File: src/rtl/clbg_pkg.sv
// Constants and types for the crate local bus glue
package clbg_pkg;
  localparam logic [31:0] CSW_ADDR = 32'h041BE6C0;
  localparam logic [31:0] SRB_ADDR = 32'h041C0000;
  localparam logic [20:0] SLV_RAM_OFF = 21'h000000;
  localparam logic [20:0] SLV_CRATE_OFF = 21'h180000;
  localparam logic [20:0] SLV_CSW_OFF = 21'h1BE6C0;
  localparam logic [20:0] SLV_SRB_OFF = 21'h1C0000;
  localparam logic [31:0] SLV_BASE = 32'h04000000;
  localparam logic [31:0] SER_BASE = 32'h0C000000;
  localparam logic [31:0] NET_BASE = 32'h0C010000;
  localparam logic [31:0] RTC_BASE = 32'h0C020000;
  localparam logic [31:0] DBUF_BASE = 32'h0C035000;
  localparam logic [31:0] DISK_BASE = 32'h0C036000;
  localparam logic [31:0] DCNT_ADDR = 32'h0C037000;
  localparam logic [31:0] ISRC_ADDR = 32'h0C040002;
  localparam logic [31:0] IMSK_ADDR = 32'h0C040003;
  localparam logic [31:0] PAGE_MASK = 32'hFFFF0000;
  localparam logic [31:0] DPAGE_MASK = 32'hFFFFF000;
  localparam int SLV_CRATE_LSB = 21;
  localparam int CSW_BUSIRQ_BIT = 1;
  localparam int CSW_NOBERR_BIT = 5;
  localparam int CSW_DBM_BIT = 7;
  localparam logic [31:0] CSW_RESET = 32'h00000000;
  localparam logic [31:0] CSW_REMOTE_RST = 32'h00000002;
  localparam logic [7:0] IMSK_RESET = 8'h00;
  localparam logic [7:0] IRQ_EDGE_MASK = 8'hC0;
  localparam int LVL_BUS = 1;
  localparam int LVL_SER = 2;
  localparam int LVL_NET = 3;
  localparam int LVL_DISK = 5;
  localparam int LVL_TMR = 6;
  localparam logic [7:0] VEC_BASE = 8'h68;
  localparam logic [15:0] DCNT_STEP = 16'h0002;
  localparam int TMO_NS = 25000;
  localparam int CLK_NS = 10;
  localparam int TMO_CYC = TMO_NS / CLK_NS;
  localparam logic [1:0] SZ_BYTE = 2'h0;
  localparam logic [1:0] SZ_WORD = 2'h1;
  typedef enum logic [3:0] {SEL_NONE, SEL_RAM, SEL_CRATE, SEL_CSW, SEL_SRB,
    SEL_SER, SEL_NET, SEL_RTC, SEL_DBUF, SEL_DISK, SEL_DCNT, SEL_ISRC,
    SEL_IMSK} clbg_sel_t;
endpackage

File: src/rtl/clbg_top.sv
// Local bus glue: slave decode, arbiter, timeout, interrupt controller
`timescale 1ns/100ps
//
// Contract
// - Slave map: RAM window from zero, crate region at 0018 0000.
// - Slave map: control/status word 001B E6C0, request buffer 001C 0000.
// - Vector received over the bus is forwarded to the interrupt controller.
// - Source buffer at 0C040002 read only, mask at 0C040003, both 8 bit.
// - Reset clears all mask bits.
// - Timer and abort sources are edge sensitive, others level.
// - Serial port at 0C000000, byte accesses only.
// - Serial channel on level 2, serial timer on level 6.
// - Network interface at 0C010000, interrupt level 3.
// - Disk controller at 0C036000, level 5, vector 6D.
// - Disk buffer 64K at 0C035000, word access, counter loaded at 0C037000.
// - Control word bit 7 selects direct buffer mode.
// - Real-time clock at 0C020000, upper read nibble forced to zero.
// - Slave access arbitrates; data phase waits for the processor access.
// - External bus beats network interface for the local bus.
// - Master mode arbitrates only network interface and processor.
// - Unanswered processor access for 25 us raises the bus error strobe.
// - Control word bit 5 suppresses the bus error strobe.
// - External write of 2 to the control word gives a remote reset.
// - Slave decode uses address bits 2 to 24 only.
// - Slave window maps onto internal addresses from 04000000.
module clbg_top (
  input wire logic clk_i,
  input wire logic rst_i,
  input wire logic [3:0] crate_num_i,
  input wire logic ext_as_i,
  input wire logic ext_ds_i,
  input wire logic ext_wr_i,
  input wire logic [31:0] ext_addr_i,
  input wire logic [31:0] ext_wdata_i,
  output logic ext_asack_o,
  output logic ext_ack_o,
  output logic [31:0] ext_rdata_o,
  input wire logic cpu_req_i,
  input wire logic cpu_wr_i,
  input wire logic [1:0] cpu_size_i,
  input wire logic [31:0] cpu_addr_i,
  input wire logic [31:0] cpu_wdata_i,
  output logic cpu_ack_o,
  output logic [31:0] cpu_rdata_o,
  output logic bus_error_strobe_o,
  output logic [2:0] cpu_irq_level_o,
  output logic [7:0] cpu_irq_vector_o,
  input wire logic net_req_i,
  output logic net_gnt_o,
  output logic lb_req_o,
  output clbg_pkg::clbg_sel_t lb_sel_o,
  output logic lb_wr_o,
  output logic [31:0] lb_addr_o,
  output logic [31:0] lb_wdata_o,
  input wire logic lb_ack_i,
  input wire logic [31:0] lb_rdata_i,
  input wire logic [7:0] irq_src_i,
  input wire logic [7:0] bus_irq_vector_i,
  input wire logic [23:0] service_req_i,
  output logic slave_bus_irq_o,
  output logic direct_buffer_mode_o,
  output logic master_mode_o,
  output logic remote_reset_o
);
  import clbg_pkg::*;

  typedef enum {ST_IDLE, ST_CPU, ST_EXT, ST_NET, ST_REL} clbg_state_t;

  logic [2:0] ectl_s;
  logic [31:0] eaddr_s;
  logic [31:0] ewdata_s;
  logic [3:0] crate_s;
  logic [7:0] irq_s;
  logic [7:0] vec_s;
  logic [23:0] srb_s;

  clbg_sync #(.W(3)) u_sync_ctl (.clk_i(clk_i), .rst_i(rst_i),
    .d_i({ext_as_i, ext_ds_i, ext_wr_i}), .q_o(ectl_s));
  clbg_sync #(.W(32)) u_sync_addr (.clk_i(clk_i), .rst_i(rst_i),
    .d_i(ext_addr_i), .q_o(eaddr_s));
  clbg_sync #(.W(32)) u_sync_wdata (.clk_i(clk_i), .rst_i(rst_i),
    .d_i(ext_wdata_i), .q_o(ewdata_s));
  clbg_sync #(.W(4)) u_sync_crate (.clk_i(clk_i), .rst_i(rst_i),
    .d_i(crate_num_i), .q_o(crate_s));
  clbg_sync #(.W(8)) u_sync_irq (.clk_i(clk_i), .rst_i(rst_i),
    .d_i(irq_src_i), .q_o(irq_s));
  clbg_sync #(.W(8)) u_sync_vec (.clk_i(clk_i), .rst_i(rst_i),
    .d_i(bus_irq_vector_i), .q_o(vec_s));
  clbg_sync #(.W(24)) u_sync_srb (.clk_i(clk_i), .rst_i(rst_i),
    .d_i(service_req_i), .q_o(srb_s));

  clbg_state_t state_q, state_d;
  logic [2:0] strap_q, strap_d;
  logic master_q, master_d;
  logic [3:0] crate_q, crate_d;
  logic [31:0] csw_q, csw_d;
  logic [7:0] imsk_q, imsk_d;
  logic [7:0] edge_q, edge_d;
  logic [7:0] irq_prev_q, irq_prev_d;
  logic [15:0] dcnt_q, dcnt_d;
  logic [11:0] tmo_q, tmo_d;
  logic ext_asack_q, ext_asack_d;
  logic ext_ack_q, ext_ack_d;
  logic [31:0] ext_rdata_q, ext_rdata_d;
  logic cpu_ack_q, cpu_ack_d;
  logic [31:0] cpu_rdata_q, cpu_rdata_d;
  logic bus_error_strobe_q, bus_error_strobe_d;
  logic [2:0] lvl_q, lvl_d;
  logic [7:0] vec_q, vec_d;
  logic net_gnt_q, net_gnt_d;
  logic lb_req_q, lb_req_d;
  clbg_sel_t lb_sel_q, lb_sel_d;
  logic lb_wr_q, lb_wr_d;
  logic [31:0] lb_addr_q, lb_addr_d;
  logic [31:0] lb_wdata_q, lb_wdata_d;
  logic rrst_q, rrst_d;

  logic [31:0] ext_int;
  logic ext_hit;
  logic [7:0] isrc;
  logic [7:0] pend;
  logic [31:0] acc_addr;
  logic acc_wr;
  logic [31:0] acc_wdata;
  logic [1:0] acc_size;
  clbg_sel_t acc_sel;
  logic acc_ok;
  logic [31:0] rd;
  logic done;

  function automatic clbg_sel_t decode(input logic [31:0] a);
    if (a == CSW_ADDR)
      return SEL_CSW;
    if (a == SRB_ADDR)
      return SEL_SRB;
    if ((a & ~32'h001FFFFF) == SLV_BASE)
      return (a[20:0] >= SLV_CRATE_OFF) ? SEL_CRATE : SEL_RAM;
    if ((a & PAGE_MASK) == SER_BASE)
      return SEL_SER;
    if ((a & PAGE_MASK) == NET_BASE)
      return SEL_NET;
    if ((a & PAGE_MASK) == RTC_BASE)
      return SEL_RTC;
    if ((a & DPAGE_MASK) == DBUF_BASE)
      return SEL_DBUF;
    if ((a & DPAGE_MASK) == DISK_BASE)
      return SEL_DISK;
    if (a == DCNT_ADDR)
      return SEL_DCNT;
    if (a == ISRC_ADDR)
      return SEL_ISRC;
    if (a == IMSK_ADDR)
      return SEL_IMSK;
    return SEL_NONE;
  endfunction

  // Offset bits 20:2 kept, the rest rebuilt as 0,0,1 select pattern
  always_comb
  begin
    ext_int = SLV_BASE | {11'h000, eaddr_s[20:2], 2'b00};
    ext_hit = ectl_s[2] && ectl_s[1] && !master_q &&
      (eaddr_s[24:SLV_CRATE_LSB] == crate_q);
  end

  always_comb
  begin
    isrc = (irq_s & ~IRQ_EDGE_MASK) | edge_q;
    pend = isrc & imsk_q;
    acc_addr = (state_q == ST_EXT) ? ext_int : cpu_addr_i;
    acc_wr = (state_q == ST_EXT) ? ectl_s[0] : cpu_wr_i;
    acc_wdata = (state_q == ST_EXT) ? ewdata_s : cpu_wdata_i;
    acc_size = (state_q == ST_EXT) ? 2'h2 : cpu_size_i;
    acc_sel = decode(acc_addr);
    // Bad width is left unanswered so the timeout catches it
    acc_ok = !(acc_sel == SEL_NONE ||
      (acc_sel == SEL_SER && acc_size != SZ_BYTE) ||
      (acc_sel == SEL_DBUF && acc_size != SZ_WORD));
  end

  always_comb
  begin
    state_d = state_q;
    strap_d = {strap_q[1:0], 1'b1};
    master_d = master_q;
    crate_d = crate_q;
    csw_d = csw_q;
    imsk_d = imsk_q;
    irq_prev_d = irq_s;
    edge_d = edge_q | (irq_s & ~irq_prev_q & IRQ_EDGE_MASK);
    dcnt_d = dcnt_q;
    tmo_d = tmo_q;
    ext_asack_d = ext_asack_q && ectl_s[2];
    ext_ack_d = ext_ack_q && ectl_s[2];
    ext_rdata_d = ext_rdata_q;
    cpu_ack_d = 1'b0;
    cpu_rdata_d = cpu_rdata_q;
    bus_error_strobe_d = 1'b0;
    net_gnt_d = net_gnt_q;
    lb_req_d = lb_req_q;
    lb_sel_d = lb_sel_q;
    lb_wr_d = lb_wr_q;
    lb_addr_d = lb_addr_q;
    lb_wdata_d = lb_wdata_q;
    rrst_d = 1'b0;
    rd = 32'h00000000;
    done = 1'b0;
    // Strap caught once the synchroniser, cleared by reset, holds the pin
    if (strap_q == 3'b011)
    begin
      crate_d = crate_s;
      master_d = (crate_s == 4'h0);
    end
    unique case (state_q)
      ST_IDLE:
      begin
        tmo_d = '0;
        if (ext_hit && !ext_ack_q)
        begin
          state_d = ST_EXT;
          ext_asack_d = 1'b1;
        end
        else if (net_req_i)
        begin
          state_d = ST_NET;
          net_gnt_d = 1'b1;
        end
        else if (cpu_req_i && !cpu_ack_q && !bus_error_strobe_q)
          state_d = ST_CPU;
      end
      ST_CPU, ST_EXT:
      begin
        tmo_d = tmo_q + 12'h001;
        unique case (acc_sel)
          SEL_CSW: rd = csw_q;
          SEL_SRB: rd = {8'h00, srb_s};
          SEL_ISRC: rd = {24'h000000, isrc};
          SEL_IMSK: rd = {24'h000000, imsk_q};
          SEL_RTC: rd = {28'h0000000, lb_rdata_i[3:0]};
          default: rd = lb_rdata_i;
        endcase
        if (acc_ok && (acc_sel == SEL_CSW || acc_sel == SEL_SRB ||
          acc_sel == SEL_ISRC || acc_sel == SEL_IMSK || acc_sel == SEL_DCNT))
        begin
          done = 1'b1;
          if (acc_wr && acc_sel == SEL_CSW)
          begin
            csw_d = acc_wdata;
            rrst_d = (state_q == ST_EXT) &&
              (acc_wdata == CSW_REMOTE_RST);
          end
          if (acc_wr && acc_sel == SEL_IMSK)
            imsk_d = acc_wdata[7:0];
          if (acc_wr && acc_sel == SEL_DCNT)
            dcnt_d = acc_wdata[15:0];
          if (!acc_wr && acc_sel == SEL_ISRC)
            edge_d = irq_s & ~irq_prev_q & IRQ_EDGE_MASK; // new edge wins
        end
        else if (acc_ok && !lb_req_q)
        begin
          lb_req_d = 1'b1;
          lb_sel_d = acc_sel;
          lb_wr_d = acc_wr;
          lb_wdata_d = acc_wdata;
          lb_addr_d = (acc_sel == SEL_DBUF) ?
            {DBUF_BASE[31:16], dcnt_q} : acc_addr;
        end
        else if (lb_req_q && lb_ack_i)
        begin
          done = 1'b1;
          lb_req_d = 1'b0;
          if (lb_sel_q == SEL_DBUF)
            dcnt_d = dcnt_q + DCNT_STEP;
        end
        if (done)
        begin
          state_d = ST_REL;
          if (state_q == ST_EXT)
          begin
            ext_ack_d = 1'b1;
            ext_rdata_d = rd;
          end
          else
          begin
            cpu_ack_d = 1'b1;
            cpu_rdata_d = rd;
          end
        end
        else if (tmo_q == 12'(TMO_CYC - 1))
        begin
          state_d = ST_REL;
          lb_req_d = 1'b0;
          bus_error_strobe_d = (state_q == ST_CPU) && !csw_q[CSW_NOBERR_BIT];
          ext_asack_d = 1'b0;
        end
      end
      ST_NET:
      begin
        if (!net_req_i)
        begin
          net_gnt_d = 1'b0;
          state_d = ST_IDLE;
        end
      end
      ST_REL:
        state_d = ST_IDLE;
    endcase
  end

  always_comb
  begin
    lvl_d = 3'h0;
    vec_d = 8'h00;
    for (int i = 1; i < 8; i++)
    begin
      if (pend[i])
      begin
        lvl_d = 3'(i);
        vec_d = (i == LVL_BUS) ? vec_s : VEC_BASE + 8'(i);
      end
    end
  end

  always_ff @(posedge clk_i or posedge rst_i)
  begin
    if (rst_i)
    begin
      state_q <= ST_IDLE;
      strap_q <= 3'b000;
      master_q <= 1'b0;
      crate_q <= 4'h0;
      csw_q <= CSW_RESET;
      imsk_q <= IMSK_RESET;
      edge_q <= 8'h00;
      irq_prev_q <= 8'h00;
      dcnt_q <= 16'h0000;
      tmo_q <= 12'h000;
      ext_asack_q <= 1'b0;
      ext_ack_q <= 1'b0;
      ext_rdata_q <= 32'h00000000;
      cpu_ack_q <= 1'b0;
      cpu_rdata_q <= 32'h00000000;
      bus_error_strobe_q <= 1'b0;
      lvl_q <= 3'h0;
      vec_q <= 8'h00;
      net_gnt_q <= 1'b0;
      lb_req_q <= 1'b0;
      lb_sel_q <= SEL_NONE;
      lb_wr_q <= 1'b0;
      lb_addr_q <= 32'h00000000;
      lb_wdata_q <= 32'h00000000;
      rrst_q <= 1'b0;
    end
    else
    begin
      state_q <= state_d;
      strap_q <= strap_d;
      master_q <= master_d;
      crate_q <= crate_d;
      csw_q <= csw_d;
      imsk_q <= imsk_d;
      edge_q <= edge_d;
      irq_prev_q <= irq_prev_d;
      dcnt_q <= dcnt_d;
      tmo_q <= tmo_d;
      ext_asack_q <= ext_asack_d;
      ext_ack_q <= ext_ack_d;
      ext_rdata_q <= ext_rdata_d;
      cpu_ack_q <= cpu_ack_d;
      cpu_rdata_q <= cpu_rdata_d;
      bus_error_strobe_q <= bus_error_strobe_d;
      lvl_q <= lvl_d;
      vec_q <= vec_d;
      net_gnt_q <= net_gnt_d;
      lb_req_q <= lb_req_d;
      lb_sel_q <= lb_sel_d;
      lb_wr_q <= lb_wr_d;
      lb_addr_q <= lb_addr_d;
      lb_wdata_q <= lb_wdata_d;
      rrst_q <= rrst_d;
    end
  end

  assign ext_asack_o = ext_asack_q;
  assign ext_ack_o = ext_ack_q;
  assign ext_rdata_o = ext_rdata_q;
  assign cpu_ack_o = cpu_ack_q;
  assign cpu_rdata_o = cpu_rdata_q;
  assign bus_error_strobe_o = bus_error_strobe_q;
  assign cpu_irq_level_o = lvl_q;
  assign cpu_irq_vector_o = vec_q;
  assign net_gnt_o = net_gnt_q;
  assign lb_req_o = lb_req_q;
  assign lb_sel_o = lb_sel_q;
  assign lb_wr_o = lb_wr_q;
  assign lb_addr_o = lb_addr_q;
  assign lb_wdata_o = lb_wdata_q;
  assign slave_bus_irq_o = csw_q[CSW_BUSIRQ_BIT];
  assign direct_buffer_mode_o = csw_q[CSW_DBM_BIT];
  assign master_mode_o = master_q;
  assign remote_reset_o = rrst_q;

  property p_mask_reset;
    @(posedge clk_i) $fell(rst_i) |-> imsk_q == 8'h00;
  endproperty
  a_mask_reset: assert property (p_mask_reset)
    else $error("mask not clear after reset");

  property p_bus_error_strobe_timeout;
    @(posedge clk_i) disable iff (rst_i)
      bus_error_strobe_q |-> $past(tmo_q) == 12'(TMO_CYC - 1) && !$past(csw_q[5]);
  endproperty
  a_bus_error_strobe_timeout: assert property (p_bus_error_strobe_timeout)
    else $error("bus error without full timeout");

  property p_bus_error_strobe_suppress;
    @(posedge clk_i) disable iff (rst_i)
      csw_q[5] && $stable(csw_q) |=> !bus_error_strobe_q;
  endproperty
  a_bus_error_strobe_suppress: assert property (p_bus_error_strobe_suppress)
    else $error("bus error while suppressed");

  property p_ext_over_net;
    @(posedge clk_i) disable iff (rst_i)
      state_q == ST_IDLE && ext_hit && !ext_ack_q && net_req_i
      |=> state_q == ST_EXT && !net_gnt_q;
  endproperty
  a_ext_over_net: assert property (p_ext_over_net)
    else $error("network beat the external bus");

  property p_master_no_ext;
    @(posedge clk_i) disable iff (rst_i)
      master_q |-> state_q != ST_EXT;
  endproperty
  a_master_no_ext: assert property (p_master_no_ext)
    else $error("external access in master mode");

  property p_cpu_not_preempted;
    @(posedge clk_i) disable iff (rst_i)
      state_q == ST_CPU |-> ##1 (state_q == ST_CPU || state_q == ST_REL);
  endproperty
  a_cpu_not_preempted: assert property (p_cpu_not_preempted)
    else $error("processor access interrupted");

  property p_remote_reset;
    @(posedge clk_i) disable iff (rst_i)
      rrst_q |-> $past(state_q) == ST_EXT && csw_q == CSW_REMOTE_RST;
  endproperty
  a_remote_reset: assert property (p_remote_reset)
    else $error("remote reset without external write of 2");

  property p_rtc_nibble;
    @(posedge clk_i) disable iff (rst_i)
      cpu_ack_q && $past(acc_sel) == SEL_RTC |-> cpu_rdata_q[31:4] == '0;
  endproperty
  a_rtc_nibble: assert property (p_rtc_nibble)
    else $error("upper clock bits not zero");

  property p_slave_xlate;
    @(posedge clk_i) disable iff (rst_i)
      state_q == ST_EXT |-> acc_addr[31:21] == 11'h020;
  endproperty
  a_slave_xlate: assert property (p_slave_xlate)
    else $error("slave address not mapped to internal window");

  property p_edge_latch;
    @(posedge clk_i) disable iff (rst_i)
      $rose(irq_prev_q[6]) |-> edge_q[6];
  endproperty
  a_edge_latch: assert property (p_edge_latch)
    else $error("timer edge not latched");
endmodule // clbg_top

File: src/rtl/clbg_sync.sv
// Two-flop synchroniser for pin inputs
`timescale 1ns/100ps
module clbg_sync #(
  parameter int W = 1
) (
  input wire logic clk_i,
  input wire logic rst_i,
  input wire logic [W-1:0] d_i,
  output logic [W-1:0] q_o
);
  logic [W-1:0] meta_q;
  logic [W-1:0] sync_q;
  always_ff @(posedge clk_i or posedge rst_i)
  begin
    if (rst_i)
    begin
      meta_q <= '0;
      sync_q <= '0;
    end
    else
    begin
      meta_q <= d_i;
      sync_q <= meta_q;
    end
  end
  assign q_o = sync_q;
endmodule // clbg_sync

File: config.mk
export PLATFORM = sky130hd
export DESIGN_NAME = clbg_top
export DESIGN_NICKNAME = d
export VERILOG_FILES = /design/src/rtl/clbg_pkg.sv /design/src/rtl/clbg_top.sv /design/src/rtl/clbg_sync.sv
export SDC_FILE = /design/constraint.sdc
export NUM_CORES = 1
export LEC_CHECK = 0
export ABC_CLOCK_PERIOD_IN_PS = 16700
export BUFFER_PORTS_ARGS = -buffer_cell sky130_fd_sc_hd__buf_2
export CAP_MARGIN = 10
export CORE_MARGIN = 3
export CORE_UTILIZATION = 40
export CTS_CLUSTER_SIZE = 25
export DETAILED_ROUTE_END_ITERATION = 8
export SLEW_MARGIN = 15
export SYNTH_ARGS = -nofsm -noshare
export SYNTH_HDL_FRONTEND = slang
export SYNTH_SLANG_ARGS = --single-unit
File: constraint.sdc
create_clock -name clk_i -period 16.7 [get_ports clk_i]
set_input_delay 2.505 -clock clk_i [delete_from_list [all_inputs] [get_ports clk_i]]
set_output_delay 2.505 -clock clk_i [all_outputs]
set_load 0.02 [all_outputs]
==> results.yml <==
run_status:
  status: "complete, no violations"
timing:
  fin_crit_sh_pct: 37.6
  finalSetupViolCount: 0
  period_minus_slack_ps: 6280
  drv_slew: 0
  hold_violations: 0
  fmax_mhz: 159
  worst_slew_pin_slew_ps: 1110
  holdWs_ps: 343
  max_slew_margin_pct: 25.8
  tns_ps: 0
  skew_ps: 7.61
  rsz0062_at_grt: "no"
synth:
  postSynthAreaPerCell_um2: 12.1
  synth_warnings: 0
  syn_area_mm2: 0.0165
  ys.flop_type: "dfrtp_1"
  syn_inst: 1366
  synth_seq_area_share_pct: 66.3
  synth-async-reset-ratio_pct: 100
  synth_edf_count: 0
  synth_fp_nets: 1583
  synth_seq_cells: 438
  yosysUniqueCellTypes: 69
power_and_ir_drop:
  p_per_area_mw_per_mm2: 157
  total_power_w: 0.00320
  p_leak_nw: 9.94
  ir_drop_mv: 0.0834
drt:
  drt_iter0_markers: 958
  drcViolationCount: 0
  post_drt_via_cell_ratio: 5.07
  wl_um: 45200
  num_vias: 11600
  antenna_left: 0
  firstDrtPassIters: 5
  wl_per_cell_um: 19.7
die:
  dieHeight_um: 209
  ios: 369
  core_mm2: 0.0403
  die-area_mm2: 0.0438
  start_util_pct: 41.1
  rows: 73
  dieWidth_um: 209
clock_network:
  cts-root-buf: "clkbuf_16"
  hold_buffers: 0
  cts_tree: "yes"
  htreeDepth: 2
  cts_setup_buffers: 0
  cts_resized: 0
  numCtsBuffers: 46
  clock_path_buffers: 3
  clock_latency_ps: 570
  cts_sinks: 438
  clk_pin_slew_ps: 60
critical_path:
  arrival_ps: 6730
  cp-start-kind: "input port"
  crit_required_ps: 17150
  path_class: "in2reg"
  crit_path_max_fanout: 56
  reg2reg_depth: 9
  end_kind: "flip-flop"
place:
  place.gp.congestion: 0.842
  io_buffer_count: 359
  dp_hpwl_um: 32600
global_routing:
  grt-ovfl-total: 0
  grt_util_all_layers_pct: 20.4
  grt_pass1_wl_um: 69500
  antenna_found_initial: 9
  first_global_vias: 11900
  grt_max_degree: 86
final_layout:
  final_common_cell: "dfrtp_1"
  final_cell_mix: "438 x dfrtp_1, 359 x buf_2, 213 x nand2_1, 125 x o21ai_0, 63 x mux2i_1"
  area_growth_pct: 23.3
  final_nets: 1937
  drive_gt1_share_pct: 30.0
  fillers: 3580
hold_path:
  hold-path-cell-count: 0
  hold_path.class: "reg2reg"
run:
  drv_cap: 0
-- worst max-delay path, stage by stage --
cell	delay (ps)
buf_2	100
nor4_1	330
nand4b_2	350
o31ai_4	470
a21boi_4	230
buf_4	440
nand4b_4	250
mux2_4	340
a21oi_4	450
buf_4	740
mux2_2	410
-- path summary, 6_finish.rpt --
check,from,end,slack [ps]
hold / removal,u_sync_addr.meta_q[8]$_DFF_PP0_,u_sync_addr.q_o[8]$_DFF_PP0_,340
setup / recovery,cpu_addr_i[22],lb_wdata_o[18]$_DFFE_PP0P_,10420
hold reg to reg,u_sync_addr.meta_q[8]$_DFF_PP0_,u_sync_addr.q_o[8]$_DFF_PP0_,340
setup reg to reg,state_q[1]$_DFFE_PP0P_,lb_wdata_o[18]$_DFFE_PP0P_,11440
max in group asynchronous,rst_i,cpu_irq_vector_o[1]$_DFF_PP0_,12500
min in group asynchronous,rst_i,lb_addr_o[28]$_DFFE_PP0P_,1980
-- cell usage after synthesis (12+ instances only) --
master / number / share of area, %
nand2_1: 214 / 4.9
nand3_1: 33 / 1.0
a22oi_1: 12 / 0.54
nor2_1: 50 / 1.1
nor2b_1: 12 / 0.45
nor4_1: 17 / 0.64
clkbuf_1: 39 / 0.89
mux2i_1: 63 / 3.8
dfrtp_1: 438 / 66
inv_1: 40 / 0.91
a21oi_1: 62 / 1.9
mux2_2: 56 / 3.8
o21ai_0: 125 / 3.8
a22o_1: 22 / 1.2
nand4_1: 24 / 0.91
-- cells by family after synthesis --
kind of cell | after synthesis | synth area share, %
flops | 438 | 66.3
buf+inv | 107 | 2.85
fa+ha+maj | 2 | 0.151
simple gates | 417 | 12.2
other cells | 1 | 0.0227
mux | 124 | 7.99
compound gates | 264 | 9.77
xor+xnor | 13 | 0.689
-- final cells by class --
class	count	area [µm²]	area share (%)
well taps	525	657	3.22
diodes	6	15.0	0.0736
clock inverters	21	233	1.14
clock buffers	65	1330	6.53
repair buffers	372	1890	9.29
inverters	41	161	0.791
flip-flops and latches	438	11000	53.7
multi-input cells	821	5140	25.2
-- power by group --
group	total (W)	leakage (nW)	switching, W	internal (W)
clock network	0.00104	0.775	0.000423	0.000621
registers	0.00135	5.33	0.000109	0.00124
logic	0.000807	3.84	0.000519	0.000288
total	0.00320	9.94	0.00105	0.00215
-- state kept, by name, indices dropped and copies added, names as in the netlist, 16 cells and up --
name	cells
cpu_rdata_o	32
csw_q	32
dcnt_q	16
ext_rdata_o	32
lb_addr_o	32
lb_wdata_o	32
u_sync_addr.meta_q	23
u_sync_addr.q_o	23
u_sync_srb.meta_q	24
u_sync_srb.q_o	24
u_sync_wdata.meta_q	32
u_sync_wdata.q_o	32
-- per-layer routing --
layer  share of wire, %  global-route usage (%)  wire, µm  vias to the layer above
li1                   -                       -         -                     5466
met3                5.7                    4.36      2570                       72
met2                 45                    30.7     20400                      328
met1                 46                    29.6     21000                     5723
met5               0.11                       0        51                        -
met4                2.5                    6.63      1130                        6
-- stage by stage --
stage	std cells	setup WS (ps)	utilization, %	cell area (µm²)
after floorplan	1366	1990	-	16500
after global placement	2197	9890	46.7	18800
after detailed placement	2197	9850	46.7	18800
after CTS	2283	10430	50.6	20400
after global routing	2288	10240	50.6	20400
final	2289	10420	50.6	20400
Power figures use the tool's default switching activity.
